<file path="src/pkg/scan_sync_pkg.sv">
// Constants and types shared by the forwarded scan trigger logic
// What this block does
// - Head card builds scan begin/finish events as a card without forwarding does, forwards both.
// - Head card holds each scan trigger until the next line start of incoming data.
// - Aligned triggers go to every follower card so all capture the same lines.
// - Each aligned trigger is sent as a high-priority message word in the forwarded stream.
// - Follower cards pass received trigger messages on with the image data.
// - A follower raises a local hardware event on each received trigger message.
// - The raised event is scan begin or scan finish, chosen by message content.
// - Both event kinds are selectable activations of each event input tool.
// - Scan finish may come from a local line count while begin comes forwarded.
// - Scan finish may instead come from the second event input tool.
// - Forwarding output runs at fixed word rate, adding or dropping idle words only.
package scan_sync_pkg;
    // Register byte offsets
    localparam logic [4:0] OFS_CTRL = 5'h00;
    localparam logic [4:0] OFS_TOOL = 5'h04;
    localparam logic [4:0] OFS_TSEL = 5'h08;
    localparam logic [4:0] OFS_LEN = 5'h0C;
    localparam logic [4:0] OFS_STAT = 5'h10;
    localparam logic [4:0] OFS_MASK = 5'h14;
    localparam logic [4:0] OFS_STATE = 5'h18;
    // Field positions
    localparam int CTRL_HEAD = 0;
    localparam int CTRL_EN = 1;
    localparam int TOOL2_LSB = 8;
    localparam int TSEL_FIN_LSB = 8;
    localparam int STAT_W = 5;
    localparam int ST_BEGIN = 0;
    localparam int ST_FINISH = 1;
    localparam int ST_MSG_RX = 2;
    localparam int ST_MSG_TX = 3;
    localparam int ST_OVERRUN = 4;
    // Reset values
    localparam logic [31:0] LEN_RESET = 32'h0000_03E8;
    // Stream words: bit pattern of idle and of trigger messages (K-coded)
    localparam logic [31:0] IDLE_WORD = 32'hBC3C_3C3C;
    localparam logic [23:0] MSG_TAG = 24'hFB_5C5C;
    localparam logic [7:0] MSG_BEGIN = 8'h01;
    localparam logic [7:0] MSG_FINISH = 8'h02;
    // Forwarding word rate as a divider of the 100 MHz core clock
    localparam int CLK_MHZ = 100;
    localparam int FWD_WORD_MHZ = 50;
    localparam logic [3:0] FWD_DIV = 4'(CLK_MHZ / FWD_WORD_MHZ);

    typedef enum logic [1:0] {
        ACT_NONE = 2'b00,
        ACT_BEGIN = 2'b01,
        ACT_FINISH = 2'b10
    } tool_act_t;
    typedef enum logic [1:0] {
        SRC_IMMEDIATE = 2'b00,
        SRC_TOOL1 = 2'b01,
        SRC_TOOL2 = 2'b10,
        SRC_LINE_COUNT = 2'b11
    } trig_src_t;
    typedef enum logic [1:0] {
        SCAN_IDLE = 2'b00,
        SCAN_ARMED = 2'b01,
        SCAN_ACTIVE = 2'b10
    } scan_state_t;

    function automatic logic is_msg(input logic [31:0] word, input logic k);
        return k && word[31:8] == MSG_TAG;
    endfunction
endpackage

</file>
<file path="src/pkg/scan_msg_if.sv">
// Carrier between the trigger core and its message inserter and decoder
`timescale 1ns/1ps
interface scan_msg_if;
    logic send_valid;
    logic send_ready;
    logic [7:0] send_kind;
    logic got_begin;
    logic got_finish;
    modport core (output send_valid, output send_kind, input send_ready, input got_begin, input got_finish);
    modport inserter (input send_valid, input send_kind, output send_ready);
    modport decoder (output got_begin, output got_finish);
endinterface

</file>
<file path="src/logic/scan_msg_inserter.sv">
// Forwarding output: fixed-rate word slots with priority trigger messages
`timescale 1ns/1ps
module scan_msg_inserter (
    // Clock and reset
    input wire logic clk_sys,
    input wire logic reset,
    // Incoming stream
    input wire logic rx_valid,
    output logic rx_ready,
    input wire logic [31:0] rx_word,
    input wire logic rx_k,
    // Core side
    scan_msg_if.inserter msg,
    // Forwarding output
    output logic [31:0] fwd_word,
    output logic fwd_k,
    output logic fwd_strobe
);
    logic [3:0] div;
    logic tick;
    logic [31:0] hold_word;
    logic hold_k;
    logic hold_full;
    logic drop_idle;

    assign tick = div == scan_sync_pkg::FWD_DIV - 4'd1;
    // Idle words give way to a waiting message; a held payload word waits for the next slot
    assign drop_idle = msg.send_valid && rx_k && rx_word == scan_sync_pkg::IDLE_WORD;
    assign rx_ready = !hold_full || tick && !msg.send_valid;
    assign msg.send_ready = tick;

    always_ff @(posedge clk_sys or posedge reset) begin
        if (reset) begin
            div <= 4'd0;
        end else begin
            div <= tick ? 4'd0 : div + 4'd1;
        end
    end

    always_ff @(posedge clk_sys or posedge reset) begin
        if (reset) begin
            hold_full <= 1'b0;
            hold_word <= 32'h0000_0000;
            hold_k <= 1'b0;
        end else begin
            if (tick && !msg.send_valid) begin
                hold_full <= 1'b0;
            end
            if (rx_valid && rx_ready && !drop_idle) begin
                hold_full <= 1'b1;
                hold_word <= rx_word;
                hold_k <= rx_k;
            end
        end
    end

    always_ff @(posedge clk_sys or posedge reset) begin
        if (reset) begin
            fwd_word <= scan_sync_pkg::IDLE_WORD;
            fwd_k <= 1'b1;
            fwd_strobe <= 1'b0;
        end else begin
            fwd_strobe <= tick;
            if (tick && msg.send_valid) begin
                fwd_word <= {scan_sync_pkg::MSG_TAG, msg.send_kind};
                fwd_k <= 1'b1;
            end else if (tick && hold_full) begin
                fwd_word <= hold_word;
                fwd_k <= hold_k;
            end else if (tick) begin
                fwd_word <= scan_sync_pkg::IDLE_WORD;
                fwd_k <= 1'b1;
            end
        end
    end
endmodule // scan_msg_inserter

</file>
<file path="src/logic/scan_msg_decoder.sv">
// Recognises trigger message words in the incoming stream
`timescale 1ns/1ps
module scan_msg_decoder (
    // Clock and reset
    input wire logic clk_sys,
    input wire logic reset,
    // Accepted incoming words
    input wire logic word_take,
    input wire logic [31:0] rx_word,
    input wire logic rx_k,
    input wire logic follower,
    // Core side
    scan_msg_if.decoder msg
);
    logic hit;

    assign hit = word_take && follower && scan_sync_pkg::is_msg(rx_word, rx_k);

    always_ff @(posedge clk_sys or posedge reset) begin
        if (reset) begin
            msg.got_begin <= 1'b0;
            msg.got_finish <= 1'b0;
        end else begin
            msg.got_begin <= hit && rx_word[7:0] == scan_sync_pkg::MSG_BEGIN;
            msg.got_finish <= hit && rx_word[7:0] == scan_sync_pkg::MSG_FINISH;
        end
    end
endmodule // scan_msg_decoder

</file>
<file path="src/logic/forwarded_scan_trigger_sync.sv">
// Scan trigger alignment, forwarding and follower event tools with register slave
//
// The implementer's own choices: the Avalon-MM slave port and the register offsets.
`timescale 1ns/1ps
module forwarded_scan_trigger_sync (
    // Clock and reset
    input wire logic clk_sys,
    input wire logic reset,
    // Avalon-MM slave
    input wire logic [4:0] address,
    input wire logic read,
    input wire logic write,
    input wire logic [31:0] writedata,
    input wire logic [3:0] byteenable,
    output logic [31:0] readdata,
    output logic waitrequest,
    output logic irq,
    // Local scan triggers, as a standalone card makes them
    input wire logic begin_trig,
    input wire logic finish_trig,
    // Incoming stream from the host connector
    input wire logic rx_valid,
    output logic rx_ready,
    input wire logic [31:0] rx_word,
    input wire logic rx_k,
    input wire logic rx_line_start,
    // Forwarding output
    output logic [31:0] fwd_word,
    output logic fwd_k,
    output logic fwd_strobe,
    // Acquisition control
    output logic scan_begin_event,
    output logic scan_finish_event,
    output logic tool_first_pulse,
    output logic tool_second_pulse
);
    scan_msg_if msg();

    logic ack;
    logic take;
    logic rd_take;
    logic wr_take;
    logic [31:0] ctrl;
    logic [31:0] tool_cfg;
    logic [31:0] trig_sel;
    logic [31:0] scan_line_count;
    logic [scan_sync_pkg::STAT_W-1:0] status;
    logic [scan_sync_pkg::STAT_W-1:0] mask;
    logic [scan_sync_pkg::STAT_W-1:0] events;
    logic head;
    logic enable;
    logic word_take;
    logic line_take;
    logic begin_pend;
    logic finish_pend;
    logic begin_aligned;
    logic finish_aligned;
    logic msg_begin_pend;
    logic msg_finish_pend;
    logic overrun;
    logic [31:0] line_cnt;
    logic start_cmd;
    logic stop_cmd;
    scan_sync_pkg::scan_state_t scan_state;
    scan_sync_pkg::scan_state_t next_scan_state;
    scan_sync_pkg::tool_act_t act_first;
    scan_sync_pkg::tool_act_t act_second;
    scan_sync_pkg::trig_src_t src_begin;
    scan_sync_pkg::trig_src_t src_finish;

    function automatic logic tool_fire(input scan_sync_pkg::tool_act_t act, input logic b, input logic f);
        return act == scan_sync_pkg::ACT_BEGIN && b || act == scan_sync_pkg::ACT_FINISH && f;
    endfunction

    function automatic logic [31:0] merge(input logic [31:0] old, input logic [31:0] nw, input logic [3:0] be);
        logic [31:0] r;
        r = old;
        for (int i = 0; i < 4; i++) begin
            if (be[i]) begin
                r[i*8 +: 8] = nw[i*8 +: 8];
            end
        end
        return r;
    endfunction

    assign head = ctrl[scan_sync_pkg::CTRL_HEAD];
    assign enable = ctrl[scan_sync_pkg::CTRL_EN];
    assign act_first = scan_sync_pkg::tool_act_t'(tool_cfg[1:0]);
    assign act_second = scan_sync_pkg::tool_act_t'(tool_cfg[scan_sync_pkg::TOOL2_LSB +: 2]);
    assign src_begin = scan_sync_pkg::trig_src_t'(trig_sel[1:0]);
    assign src_finish = scan_sync_pkg::trig_src_t'(trig_sel[scan_sync_pkg::TSEL_FIN_LSB +: 2]);

    // Bus slave: one wait cycle, then the answer edge
    assign take = (read || write) && ack;
    assign rd_take = read && ack;
    assign wr_take = write && ack;
    assign waitrequest = (read || write) && !ack;

    always_ff @(posedge clk_sys or posedge reset) begin
        if (reset) begin
            ack <= 1'b0;
        end else begin
            ack <= (read || write) && !ack;
        end
    end

    always_ff @(posedge clk_sys or posedge reset) begin
        if (reset) begin
            readdata <= 32'h0000_0000;
        end else if (read && !ack) begin
            case (address)
                scan_sync_pkg::OFS_CTRL: readdata <= ctrl;
                scan_sync_pkg::OFS_TOOL: readdata <= tool_cfg;
                scan_sync_pkg::OFS_TSEL: readdata <= trig_sel;
                scan_sync_pkg::OFS_LEN: readdata <= scan_line_count;
                scan_sync_pkg::OFS_STAT: readdata <= 32'(status);
                scan_sync_pkg::OFS_MASK: readdata <= 32'(mask);
                scan_sync_pkg::OFS_STATE: readdata <= {line_cnt[27:0], begin_pend, finish_pend, scan_state};
                default: readdata <= 32'h0000_0000;
            endcase
        end
    end

    always_ff @(posedge clk_sys or posedge reset) begin
        if (reset) begin
            ctrl <= 32'h0000_0000;
            tool_cfg <= 32'h0000_0000;
            trig_sel <= 32'h0000_0000;
            scan_line_count <= scan_sync_pkg::LEN_RESET;
            mask <= '0;
        end else if (wr_take) begin
            case (address)
                scan_sync_pkg::OFS_CTRL: ctrl <= merge(ctrl, writedata, byteenable) & 32'h0000_0003;
                scan_sync_pkg::OFS_TOOL: tool_cfg <= merge(tool_cfg, writedata, byteenable) & 32'h0000_0303;
                scan_sync_pkg::OFS_TSEL: trig_sel <= merge(trig_sel, writedata, byteenable) & 32'h0000_0303;
                scan_sync_pkg::OFS_LEN: scan_line_count <= merge(scan_line_count, writedata, byteenable);
                scan_sync_pkg::OFS_MASK: mask <= writedata[scan_sync_pkg::STAT_W-1:0];
                default: ;
            endcase
        end
    end

    // Sticky status, cleared by reading; a new event in the clearing cycle survives
    assign events = {overrun, msg.send_valid && msg.send_ready, msg.got_begin || msg.got_finish,
                     scan_finish_event, scan_begin_event};

    always_ff @(posedge clk_sys or posedge reset) begin
        if (reset) begin
            status <= '0;
        end else if (rd_take && address == scan_sync_pkg::OFS_STAT) begin
            // Clear only what the read reported: a bit set after the snapshot is kept
            status <= status & ~readdata[scan_sync_pkg::STAT_W-1:0] | events;
        end else begin
            status <= status | events;
        end
    end

    always_ff @(posedge clk_sys or posedge reset) begin
        if (reset) begin
            irq <= 1'b0;
        end else begin
            irq <= |(status & mask);
        end
    end

    // Head card: hold each trigger until the next line start
    assign word_take = rx_valid && rx_ready;
    assign line_take = word_take && rx_line_start;
    assign begin_aligned = begin_pend && line_take;
    assign finish_aligned = finish_pend && line_take;
    assign overrun = head && enable && (begin_trig && begin_pend || finish_trig && finish_pend);

    always_ff @(posedge clk_sys or posedge reset) begin
        if (reset) begin
            begin_pend <= 1'b0;
            finish_pend <= 1'b0;
        end else if (!head || !enable) begin
            begin_pend <= 1'b0;
            finish_pend <= 1'b0;
        end else begin
            begin_pend <= begin_trig || begin_pend && !line_take;
            finish_pend <= finish_trig || finish_pend && !line_take;
        end
    end

    // One message per aligned trigger, ahead of queued data
    always_ff @(posedge clk_sys or posedge reset) begin
        if (reset) begin
            msg_begin_pend <= 1'b0;
            msg_finish_pend <= 1'b0;
        end else begin
            msg_begin_pend <= begin_aligned || msg_begin_pend && !msg.send_ready;
            msg_finish_pend <= finish_aligned || msg_finish_pend && !(msg.send_ready && !msg_begin_pend);
        end
    end

    assign msg.send_valid = msg_begin_pend || msg_finish_pend;
    assign msg.send_kind = msg_begin_pend ? scan_sync_pkg::MSG_BEGIN : scan_sync_pkg::MSG_FINISH;

    // Event input tools
    always_ff @(posedge clk_sys or posedge reset) begin
        if (reset) begin
            tool_first_pulse <= 1'b0;
            tool_second_pulse <= 1'b0;
        end else begin
            tool_first_pulse <= !head && tool_fire(act_first, msg.got_begin, msg.got_finish);
            tool_second_pulse <= !head && tool_fire(act_second, msg.got_begin, msg.got_finish);
        end
    end

    // Scan start and stop commands: aligned triggers on the head card (line count may also stop), selected sources on a follower
    always_comb begin
        if (head) begin
            start_cmd = begin_aligned;
            stop_cmd = finish_aligned || src_finish == scan_sync_pkg::SRC_LINE_COUNT && line_take
                       && line_cnt + 32'd1 >= scan_line_count;
        end else begin
            case (src_begin)
                scan_sync_pkg::SRC_TOOL1: start_cmd = tool_first_pulse;
                scan_sync_pkg::SRC_TOOL2: start_cmd = tool_second_pulse;
                scan_sync_pkg::SRC_IMMEDIATE: start_cmd = 1'b1;
                default: start_cmd = 1'b0;
            endcase
            case (src_finish)
                scan_sync_pkg::SRC_LINE_COUNT: stop_cmd = line_take && line_cnt + 32'd1 >= scan_line_count;
                scan_sync_pkg::SRC_TOOL2: stop_cmd = tool_second_pulse;
                scan_sync_pkg::SRC_TOOL1: stop_cmd = tool_first_pulse;
                default: stop_cmd = 1'b0;
            endcase
        end
    end

    always_comb begin
        case (scan_state)
            scan_sync_pkg::SCAN_IDLE: next_scan_state = enable ? scan_sync_pkg::SCAN_ARMED : scan_sync_pkg::SCAN_IDLE;
            scan_sync_pkg::SCAN_ARMED: next_scan_state = !enable ? scan_sync_pkg::SCAN_IDLE
                : start_cmd ? scan_sync_pkg::SCAN_ACTIVE : scan_sync_pkg::SCAN_ARMED;
            scan_sync_pkg::SCAN_ACTIVE: next_scan_state = !enable || stop_cmd ? scan_sync_pkg::SCAN_ARMED
                : scan_sync_pkg::SCAN_ACTIVE;
            default: next_scan_state = scan_sync_pkg::SCAN_IDLE;
        endcase
    end

    always_ff @(posedge clk_sys or posedge reset) begin
        if (reset) begin
            scan_state <= scan_sync_pkg::SCAN_IDLE;
            scan_begin_event <= 1'b0;
            scan_finish_event <= 1'b0;
        end else begin
            scan_state <= next_scan_state;
            scan_begin_event <= scan_state == scan_sync_pkg::SCAN_ARMED && enable && start_cmd;
            scan_finish_event <= scan_state == scan_sync_pkg::SCAN_ACTIVE && enable && stop_cmd;
        end
    end

    // Lines inside the current scan
    always_ff @(posedge clk_sys or posedge reset) begin
        if (reset) begin
            line_cnt <= 32'h0000_0000;
        end else if (scan_state != scan_sync_pkg::SCAN_ACTIVE) begin
            line_cnt <= 32'h0000_0000;
        end else if (line_take) begin
            line_cnt <= line_cnt + 32'd1;
        end
    end

    scan_msg_inserter u_inserter (
        .clk_sys(clk_sys),
        .reset(reset),
        .rx_valid(rx_valid),
        .rx_ready(rx_ready),
        .rx_word(rx_word),
        .rx_k(rx_k),
        .msg(msg.inserter),
        .fwd_word(fwd_word),
        .fwd_k(fwd_k),
        .fwd_strobe(fwd_strobe)
    );

    scan_msg_decoder u_decoder (
        .clk_sys(clk_sys),
        .reset(reset),
        .word_take(word_take),
        .rx_word(rx_word),
        .rx_k(rx_k),
        .follower(!head),
        .msg(msg.decoder)
    );

    // Checks
    align_line_a: assert property (@(posedge clk_sys) disable iff (reset)
        begin_pend && line_take |=> msg_begin_pend) else $error("aligned begin not queued");
    no_early_a: assert property (@(posedge clk_sys) disable iff (reset)
        $rose(msg_begin_pend) |-> $past(line_take)) else $error("begin message before line start");
    msg_word_a: assert property (@(posedge clk_sys) disable iff (reset)
        msg.send_valid && msg.send_ready |=> fwd_k && fwd_word[31:8] == scan_sync_pkg::MSG_TAG
        && fwd_strobe) else $error("message word not sent");
    msg_kind_a: assert property (@(posedge clk_sys) disable iff (reset)
        msg_begin_pend && msg.send_ready |=> fwd_word[7:0] == scan_sync_pkg::MSG_BEGIN)
        else $error("wrong message kind");
    relay_a: assert property (@(posedge clk_sys) disable iff (reset)
        !head && word_take && scan_sync_pkg::is_msg(rx_word, rx_k) |=> u_inserter.hold_full
        && u_inserter.hold_word == $past(rx_word)) else $error("message not relayed");
    event_raise_a: assert property (@(posedge clk_sys) disable iff (reset)
        !head && word_take && rx_k && rx_word == {scan_sync_pkg::MSG_TAG, scan_sync_pkg::MSG_FINISH}
        |=> msg.got_finish && !msg.got_begin) else $error("finish event missing");
    pulse_one_a: assert property (@(posedge clk_sys) disable iff (reset)
        msg.got_begin && !$past(msg.got_begin) |=> !msg.got_begin || $past(word_take))
        else $error("event not a single pulse");
    tool_act_a: assert property (@(posedge clk_sys) disable iff (reset)
        !head && msg.got_begin && act_first == scan_sync_pkg::ACT_BEGIN |=> tool_first_pulse)
        else $error("tool did not fire");
    count_stop_a: assert property (@(posedge clk_sys) disable iff (reset)
        !head && enable && scan_state == scan_sync_pkg::SCAN_ACTIVE && src_finish == scan_sync_pkg::SRC_LINE_COUNT
        && line_take && line_cnt + 32'd1 == scan_line_count |=> scan_finish_event) else $error("scan length ignored");
    tool2_stop_a: assert property (@(posedge clk_sys) disable iff (reset)
        !head && enable && scan_state == scan_sync_pkg::SCAN_ACTIVE && src_finish == scan_sync_pkg::SRC_TOOL2
        && tool_second_pulse |=> scan_finish_event) else $error("second tool stop ignored");
    fixed_rate_a: assert property (@(posedge clk_sys) disable iff (reset)
        fwd_strobe |=> !fwd_strobe [*1] ##1 fwd_strobe) else $error("forward rate broken");
endmodule // forwarded_scan_trigger_sync

</file>
<file path="config.mk">
export PLATFORM = sky130hd
export DESIGN_NAME = forwarded_scan_trigger_sync
export DESIGN_NICKNAME = d
export VERILOG_FILES = /design/src/pkg/scan_sync_pkg.sv /design/src/pkg/scan_msg_if.sv /design/src/logic/scan_msg_inserter.sv /design/src/logic/scan_msg_decoder.sv /design/src/logic/forwarded_scan_trigger_sync.sv
export SDC_FILE = /design/constraint.sdc
export NUM_CORES = 1
export LEC_CHECK = 0
export BUFFER_PORTS_ARGS = -buffer_cell sky130_fd_sc_hd__buf_4
export CELL_PAD_IN_SITES_DETAIL_PLACEMENT = 0
export CELL_PAD_IN_SITES_GLOBAL_PLACEMENT = 1
export CORE_MARGIN = 5
export CORE_UTILIZATION = 41
export DETAILED_ROUTE_END_ITERATION = 8
export PLACE_DENSITY_LB_ADDON = 0.1
export SYNTH_ARGS = -nofsm -noshare
export SYNTH_HDL_FRONTEND = slang
export SYNTH_HIERARCHICAL = 1
export SYNTH_SLANG_ARGS = --single-unit
export TNS_END_PERCENT = 20
</file>
<file path="constraint.sdc">
create_clock -name clk_sys -period 4.15 [get_ports clk_sys]
set_clock_uncertainty 0.15 [all_clocks]
set_input_delay 0.6225 -clock clk_sys [delete_from_list [all_inputs] [get_ports clk_sys]]
set_output_delay 0.6225 -clock clk_sys [all_outputs]
set_load 0.1 [all_outputs]
</file>
# Yosys cells after proc, flatten, opt, wreduce, memory -nomap -nowiden
# Cells that the tools add are included.
dict set report word_totals {
  mem_count 0
  latch_bits 0
  ff_bits 202
  input_bits 82
  ram_bits 0
  mem_bits_ro 0
}
dict set report classes {
  n_div 0
  n_mul 0
  reduce_logical 83
  n_lt_le_gt_ge 1
  eq_ne 23
  shifts 0
  n_addsub 2
  n_mux 25
  bitwise_logic 5
}
# cell count
set op_table {}
lappend op_table {{case mux 32 bit (7 select lines)} 1}
lappend op_table {{2-to-1 mux 32 bit} 5}
lappend op_table {{logical AND 1 bit} 42}
lappend op_table {{adder 32 x 1 -> 32 bit (second input constant)} 1}
lappend op_table {{== test 32 bit (second input constant)} 1}
lappend op_table {{greater-or-equal comparator 32 bit} 1}
lappend op_table {{AND reduction 3 bit} 9}
lappend op_table {{== test 24 bit (second input constant)} 1}
lappend op_table {{== test 5 bit (second input constant)} 3}
lappend op_table {{logical OR 1 bit} 14}
lappend op_table {{== test 2 bit (second input constant)} 6}
lappend op_table {{AND 5 bit} 2}
lappend op_table {{== test 2 x 1 -> 1 bit (second input constant)} 5}
lappend op_table {{== test 5 x 4 -> 1 bit (second input constant)} 2}
lappend op_table {{logical NOT 1 bit} 10}
lappend op_table {{2-to-1 mux 1 bit} 10}
lappend op_table {{bitwise OR 5 bit} 2}
lappend op_table {{== test 8 x 1 -> 1 bit (second input constant)} 1}
lappend op_table {{== test 8 x 2 -> 1 bit (second input constant)} 1}
lappend op_table {{2-to-1 mux 2 bit} 4}
lappend op_table {{case mux 1 bit (3 select lines)} 2}
lappend op_table {{case mux 2 bit (3 select lines)} 1}
lappend op_table {{== test 5 x 3 -> 1 bit (second input constant)} 1}
lappend op_table {{logical NOT 5 bit} 1}
lappend op_table {{11 further kinds} 13}

# Depth between registers and ports, before layout
dict set report logic_depth {
  ltp_word 13
  ltp_mapped 14
}

# Cells and area by module
# Netlist, hierarchy kept.
# module cells_each area_each_um2 instances
set modules_own_cells {}
lappend modules_own_cells {forwarded_scan_trigger_sync 719 7026.7 1}
lappend modules_own_cells {scan_msg_inserter 230 3088.0 1}
lappend modules_own_cells {scan_msg_decoder 18 191.4 1}

# Least setup slack after synthesis
# No wires, ideal clock.
dict set report synth_timing {
  path_type {flip-flop to flip-flop}
  startpoint {register line_cnt[0]}
  endpoint {register scan_state[1]}
  t_required_ps 3880
  path_slack_ps 604
  arrival_ps 3275
  stages_incl_launch_ff 14
  synth_period_minus_slack_ps 3546
  path_cell_list {dfrtp_1 ha_1 nand3_4 or4_4 nor3b_4 nand2_1 xnor2_1 ha_1 nand4_1 nor4_1 nand2_1 a311oi_1 o32ai_1 a41o_1}
}
dict set report synth_via {
  elab_chain_cells 8
}
# item line
set synth_rtl {}
lappend synth_rtl {{start: declaration} forwarded_scan_trigger_sync.sv:61} ;# logic [31:0] line_cnt;
lappend synth_rtl {{start signal: assignment} forwarded_scan_trigger_sync.sv:263} ;# line_cnt <= line_cnt + 32'd1;
lappend synth_rtl {{adder 32 x 1 -> 32 bit *} {forwarded_scan_trigger_sync.sv:216, forwarded_scan_trigger_sync.sv:225}}
lappend synth_rtl {{greater-or-equal comparator 32 bit *} {forwarded_scan_trigger_sync.sv:216, forwarded_scan_trigger_sync.sv:225}}
lappend synth_rtl {{logical AND 1 bit (on tied branches)} {forwarded_scan_trigger_sync.sv:225, forwarded_scan_trigger_sync.sv:216}}
lappend synth_rtl {{case mux 1 bit (3 select lines) / logical OR 1 bit (equally long branches)} {forwarded_scan_trigger_sync.sv:224, forwarded_scan_trigger_sync.sv:215}}
lappend synth_rtl {{2-to-1 mux 1 bit *} forwarded_scan_trigger_sync.sv:213} ;# if (head) begin
lappend synth_rtl {{logical OR 1 bit *} forwarded_scan_trigger_sync.sv:238} ;# scan_sync_pkg::SCAN_ACTIVE: next_scan_state = !enable || stop_cmd ? scan_sync_pkg::SCAN_ARMED
lappend synth_rtl {{2-to-1 mux 2 bit *} forwarded_scan_trigger_sync.sv:238}
lappend synth_rtl {{case mux 2 bit (3 select lines) *} forwarded_scan_trigger_sync.sv:234} ;# case (scan_state)
lappend synth_rtl {{named net next_scan_state[1]} forwarded_scan_trigger_sync.sv:65} ;# scan_sync_pkg::scan_state_t next_scan_state;
lappend synth_rtl {{end signal: assignment} forwarded_scan_trigger_sync.sv:246} ;# scan_state <= scan_sync_pkg::SCAN_IDLE;
lappend synth_rtl {{end signal: assignment} forwarded_scan_trigger_sync.sv:250} ;# scan_state <= next_scan_state;
lappend synth_rtl {{end: declaration} forwarded_scan_trigger_sync.sv:64} ;# scan_sync_pkg::scan_state_t scan_state;
# The timed path passes the listed nets; every way through them passes the cells marked *.
# A chain may end at the register's enable or synchronous reset.

# Worst setup path in the final report
dict set report layout_timing {
  startpoint {register line_cnt[1]}
  endpoint {register scan_state[1]}
}
# The elaborated chain is that of the path after synthesis.

==> results.toml <==
[run_status]
status = "complete, no violations"

[synth]
async_reset_ff_frac = 1.00
synth_area_leaders = "dfrtp_1, dfstp_2, nand2_1"
ys_types = 75
ys_seq_area_frac = 0.493
synth_edf_count = 0
syn-mean-instance-area_um2 = 10.7
ys.flop_type = "dfrtp_1"
synth_area_mm2 = 0.0103
synth_top_area_share = 0.432
ys_ff_latch = 202
ys_warn_count = 6
yosys.area.top_type = "dfrtp_1"
synthCells = 967

[global_route]
antenna_found_initial = 0
gr-total-overflow = 0
grt_pass1_vias = 8068
grt_pass1_wl_mm = 45.2
grt_usage = 0.195
grt_max_degree = 129

[routing]
dr.pass1.iters = 5
drc = 0
vias_per_cell = 5.26
drt-total-wl_mm = 27.9
vias = 7721
ant_nets = 0
first_iter_violations = 471
post_drt_wl_per_cell_um = 19.0

[floorplanning]
start_util = 0.413
die_w_um = 169
fp.dieH_um = 169
core_mm2 = 0.0250
dieArea_mm2 = 0.0284
rows = 58
ios = 155

[sta]
setup_tns_ns = 0
fin_crit_sh = 0.934
setup_viol = 0
fin_crit_ns = 3.88
finalWorstSetupSlack_ns = 0.274
slew_headroom = 0.279
timing.hold.ws_ns = 0.164
hold_violations = 0
fmax_mhz = 258
tightestPinTransition_ns = 1.08
report.final.slew_viol_count = 0
rsz0062_at_grt = "no"

[worst_setup_path]
worst_ep_required_time_ns = 4.45
cp.arrival_ns = 4.18
reg2reg_depth = 13
critPathKind = "flop to flop"
startpoint_type = "flop"
rr_endpoint = "scan_state[1]"
critPathMaxFanout = 8
endpoint_kind = "flop"
worst-r2r-setup-slack_ns = 0.27
r2r-start = "line_cnt[1]"

[job]
max-cap-violations = 0

[layout]
fin_util = 0.507
regArea_mm2 = 0.00508
finalNonFillerCells = 1468
layout_common_cells = "dfrtp_1, buf_4, nand2_1, o21ai_0, nor2_1"
syn_to_final_growth_pct = 22.9
finalInstanceArea_mm2 = 0.0127
drive_gt1_frac = 0.297
diodes = 0
num-fill-cells = 2360
nNetsFinal = 1236
multiInputGateArea_mm2 = 0.00479
final_common_cell = "dfrtp_1"

[clock_network]
htreeDepth = 1
clockBufferDepth = 3
clockRootBuffer = "clkbuf_16"
cts_setup_buffers = 0
clk_latency_ns = 0.51
cts_tree = "yes"
cts_buffers = 23
path_clk_slew_ns = 0.06
clock_sinks = 202

[placement]
dpl_cell_area_mm2 = 0.0118
dpl.cell_count = 1425
place_ws_ns = 0.0699
port_buffers = 154
dp_hpwl_mm = 20.3
gp_congestion = 0.805

[power]
p_per_area_mw_per_mm2 = 422
clkPwrFrac = 0.426
p_seq_frac = 0.417
combPwrFrac = 0.158
swShare = 0.282
p_int_mw = 3.83
peakVddDrop_uv = 337
power_mw = 5.34
netSwitchingPower_mw = 1.51
power.leakage_nw = 5.74

[min_path]
hp-start = "writedata[13]"
whs_path_depth = 3
min_path_type = "primary input to flop"
holdPathEnd = "scan_line_count[13]"
## how the worst max path moves through the flow
stage                startpoint       endpoint  slack, ns  depth (start not counted)
detailed placement  line_cnt[1]  scan_state[1]       0.07                         13
global route        line_cnt[1]  scan_state[1]       0.02                         13
global placement    line_cnt[1]  scan_state[1]       0.18                         13
floorplan           line_cnt[0]  scan_state[1]       0.60                         13
finish              line_cnt[1]  scan_state[1]       0.27                         13
CTS                 line_cnt[1]  scan_state[1]       0.05                         13
## power groups by stage
stage | combinational, mW | clock (mW) | sequential (mW)
floorplan | 0.303 | 0 | 2.54
global placement | 0.843 | 0 | 2.26
detailed placement | 0.850 | 0 | 2.25
CTS | 0.851 | 2.34 | 2.23
global route | 0.900 | 2.42 | 2.24
finish | 0.842 | 2.27 | 2.23
## synthesized netlist by cell type, drive strengths merged (2+ instances only)
cell    count
a21boi      2
a21o        3
a21oi      35
a221oi      7
a222oi      4
a22o        8
a22oi      29
a31oi       2
and2        3
and3        6
and4        9
and4bb      4
buf        23
clkbuf     29
dfrtp     178
dfstp      24
ha         33
inv        49
mux2       70
mux2i       4
nand2     121
nand2b      8
nand3      27
nand3b      4
nand4      22
nor2       60
nor2b       6
nor3       13
nor3b       3
nor4        8
nor4b       2
o21a        2
o21ai      67
o22a       11
o31ai       3
or2         4
or3         5
or4         2
or4bb       3
xnor2      31
xor2       29
## per-layer routing
layer / routed length (µm) / global-route usage
met5: 0 / 0
met4: 470 / 0.0335
met3: 1740 / 0.0455
met2: 13100 / 0.321
met1: 12700 / 0.269
## critical path: stages, from the launching register on
cell	delay (ns)
dfrtp_1	0.41
ha_1	0.27
nand3_4	0.14
or4_4	0.64
nor3b_4	0.27
nand2_1	0.09
xnor2_1	0.13
ha_1	0.31
a21oi_1	0.16
nand2_1	0.07
a221oi_1	0.39
a311oi_2	0.20
o32ai_2	0.37
a41o_1	0.21
## cells by family after synthesis
logic type      count (synthesis)  share of synthesized area
mux                            75                     0.0935
xor+xnor                       60                     0.0510
fa+ha+maj                      33                     0.0401
other cells                     1                   0.000364
simple gates                  311                      0.160
flops                         202                      0.493
compound gates                184                      0.115
buf+inv                       101                     0.0460
## cell type report
cell class,count,share of cell area
clock buffer,33,0.0531
clock inverter,9,0.0141
inverter,49,0.0148
multi-input combinational,669,0.378
sequential,202,0.401
tap,330,0.0326
timing repair buffer,176,0.105
## registers in the layout, indices dropped and copies added (netlist names), 2 cells and up
name,flops
tool_cfg,4
line_cnt,32
ctrl,2
trig_sel,4
u_inserter/hold_word,32
mask,5
u_inserter/fwd_word,32
u_inserter/div,4
status,5
scan_state,2
readdata,32
scan_line_count,32
## timing repair
action	CTS	global route
hold buffers	1	0
setup endpoints to repair	0	3
gates resized for setup	0	3
endpoints found under the hold margin	15	0
(Power assumes the default switching activity.)
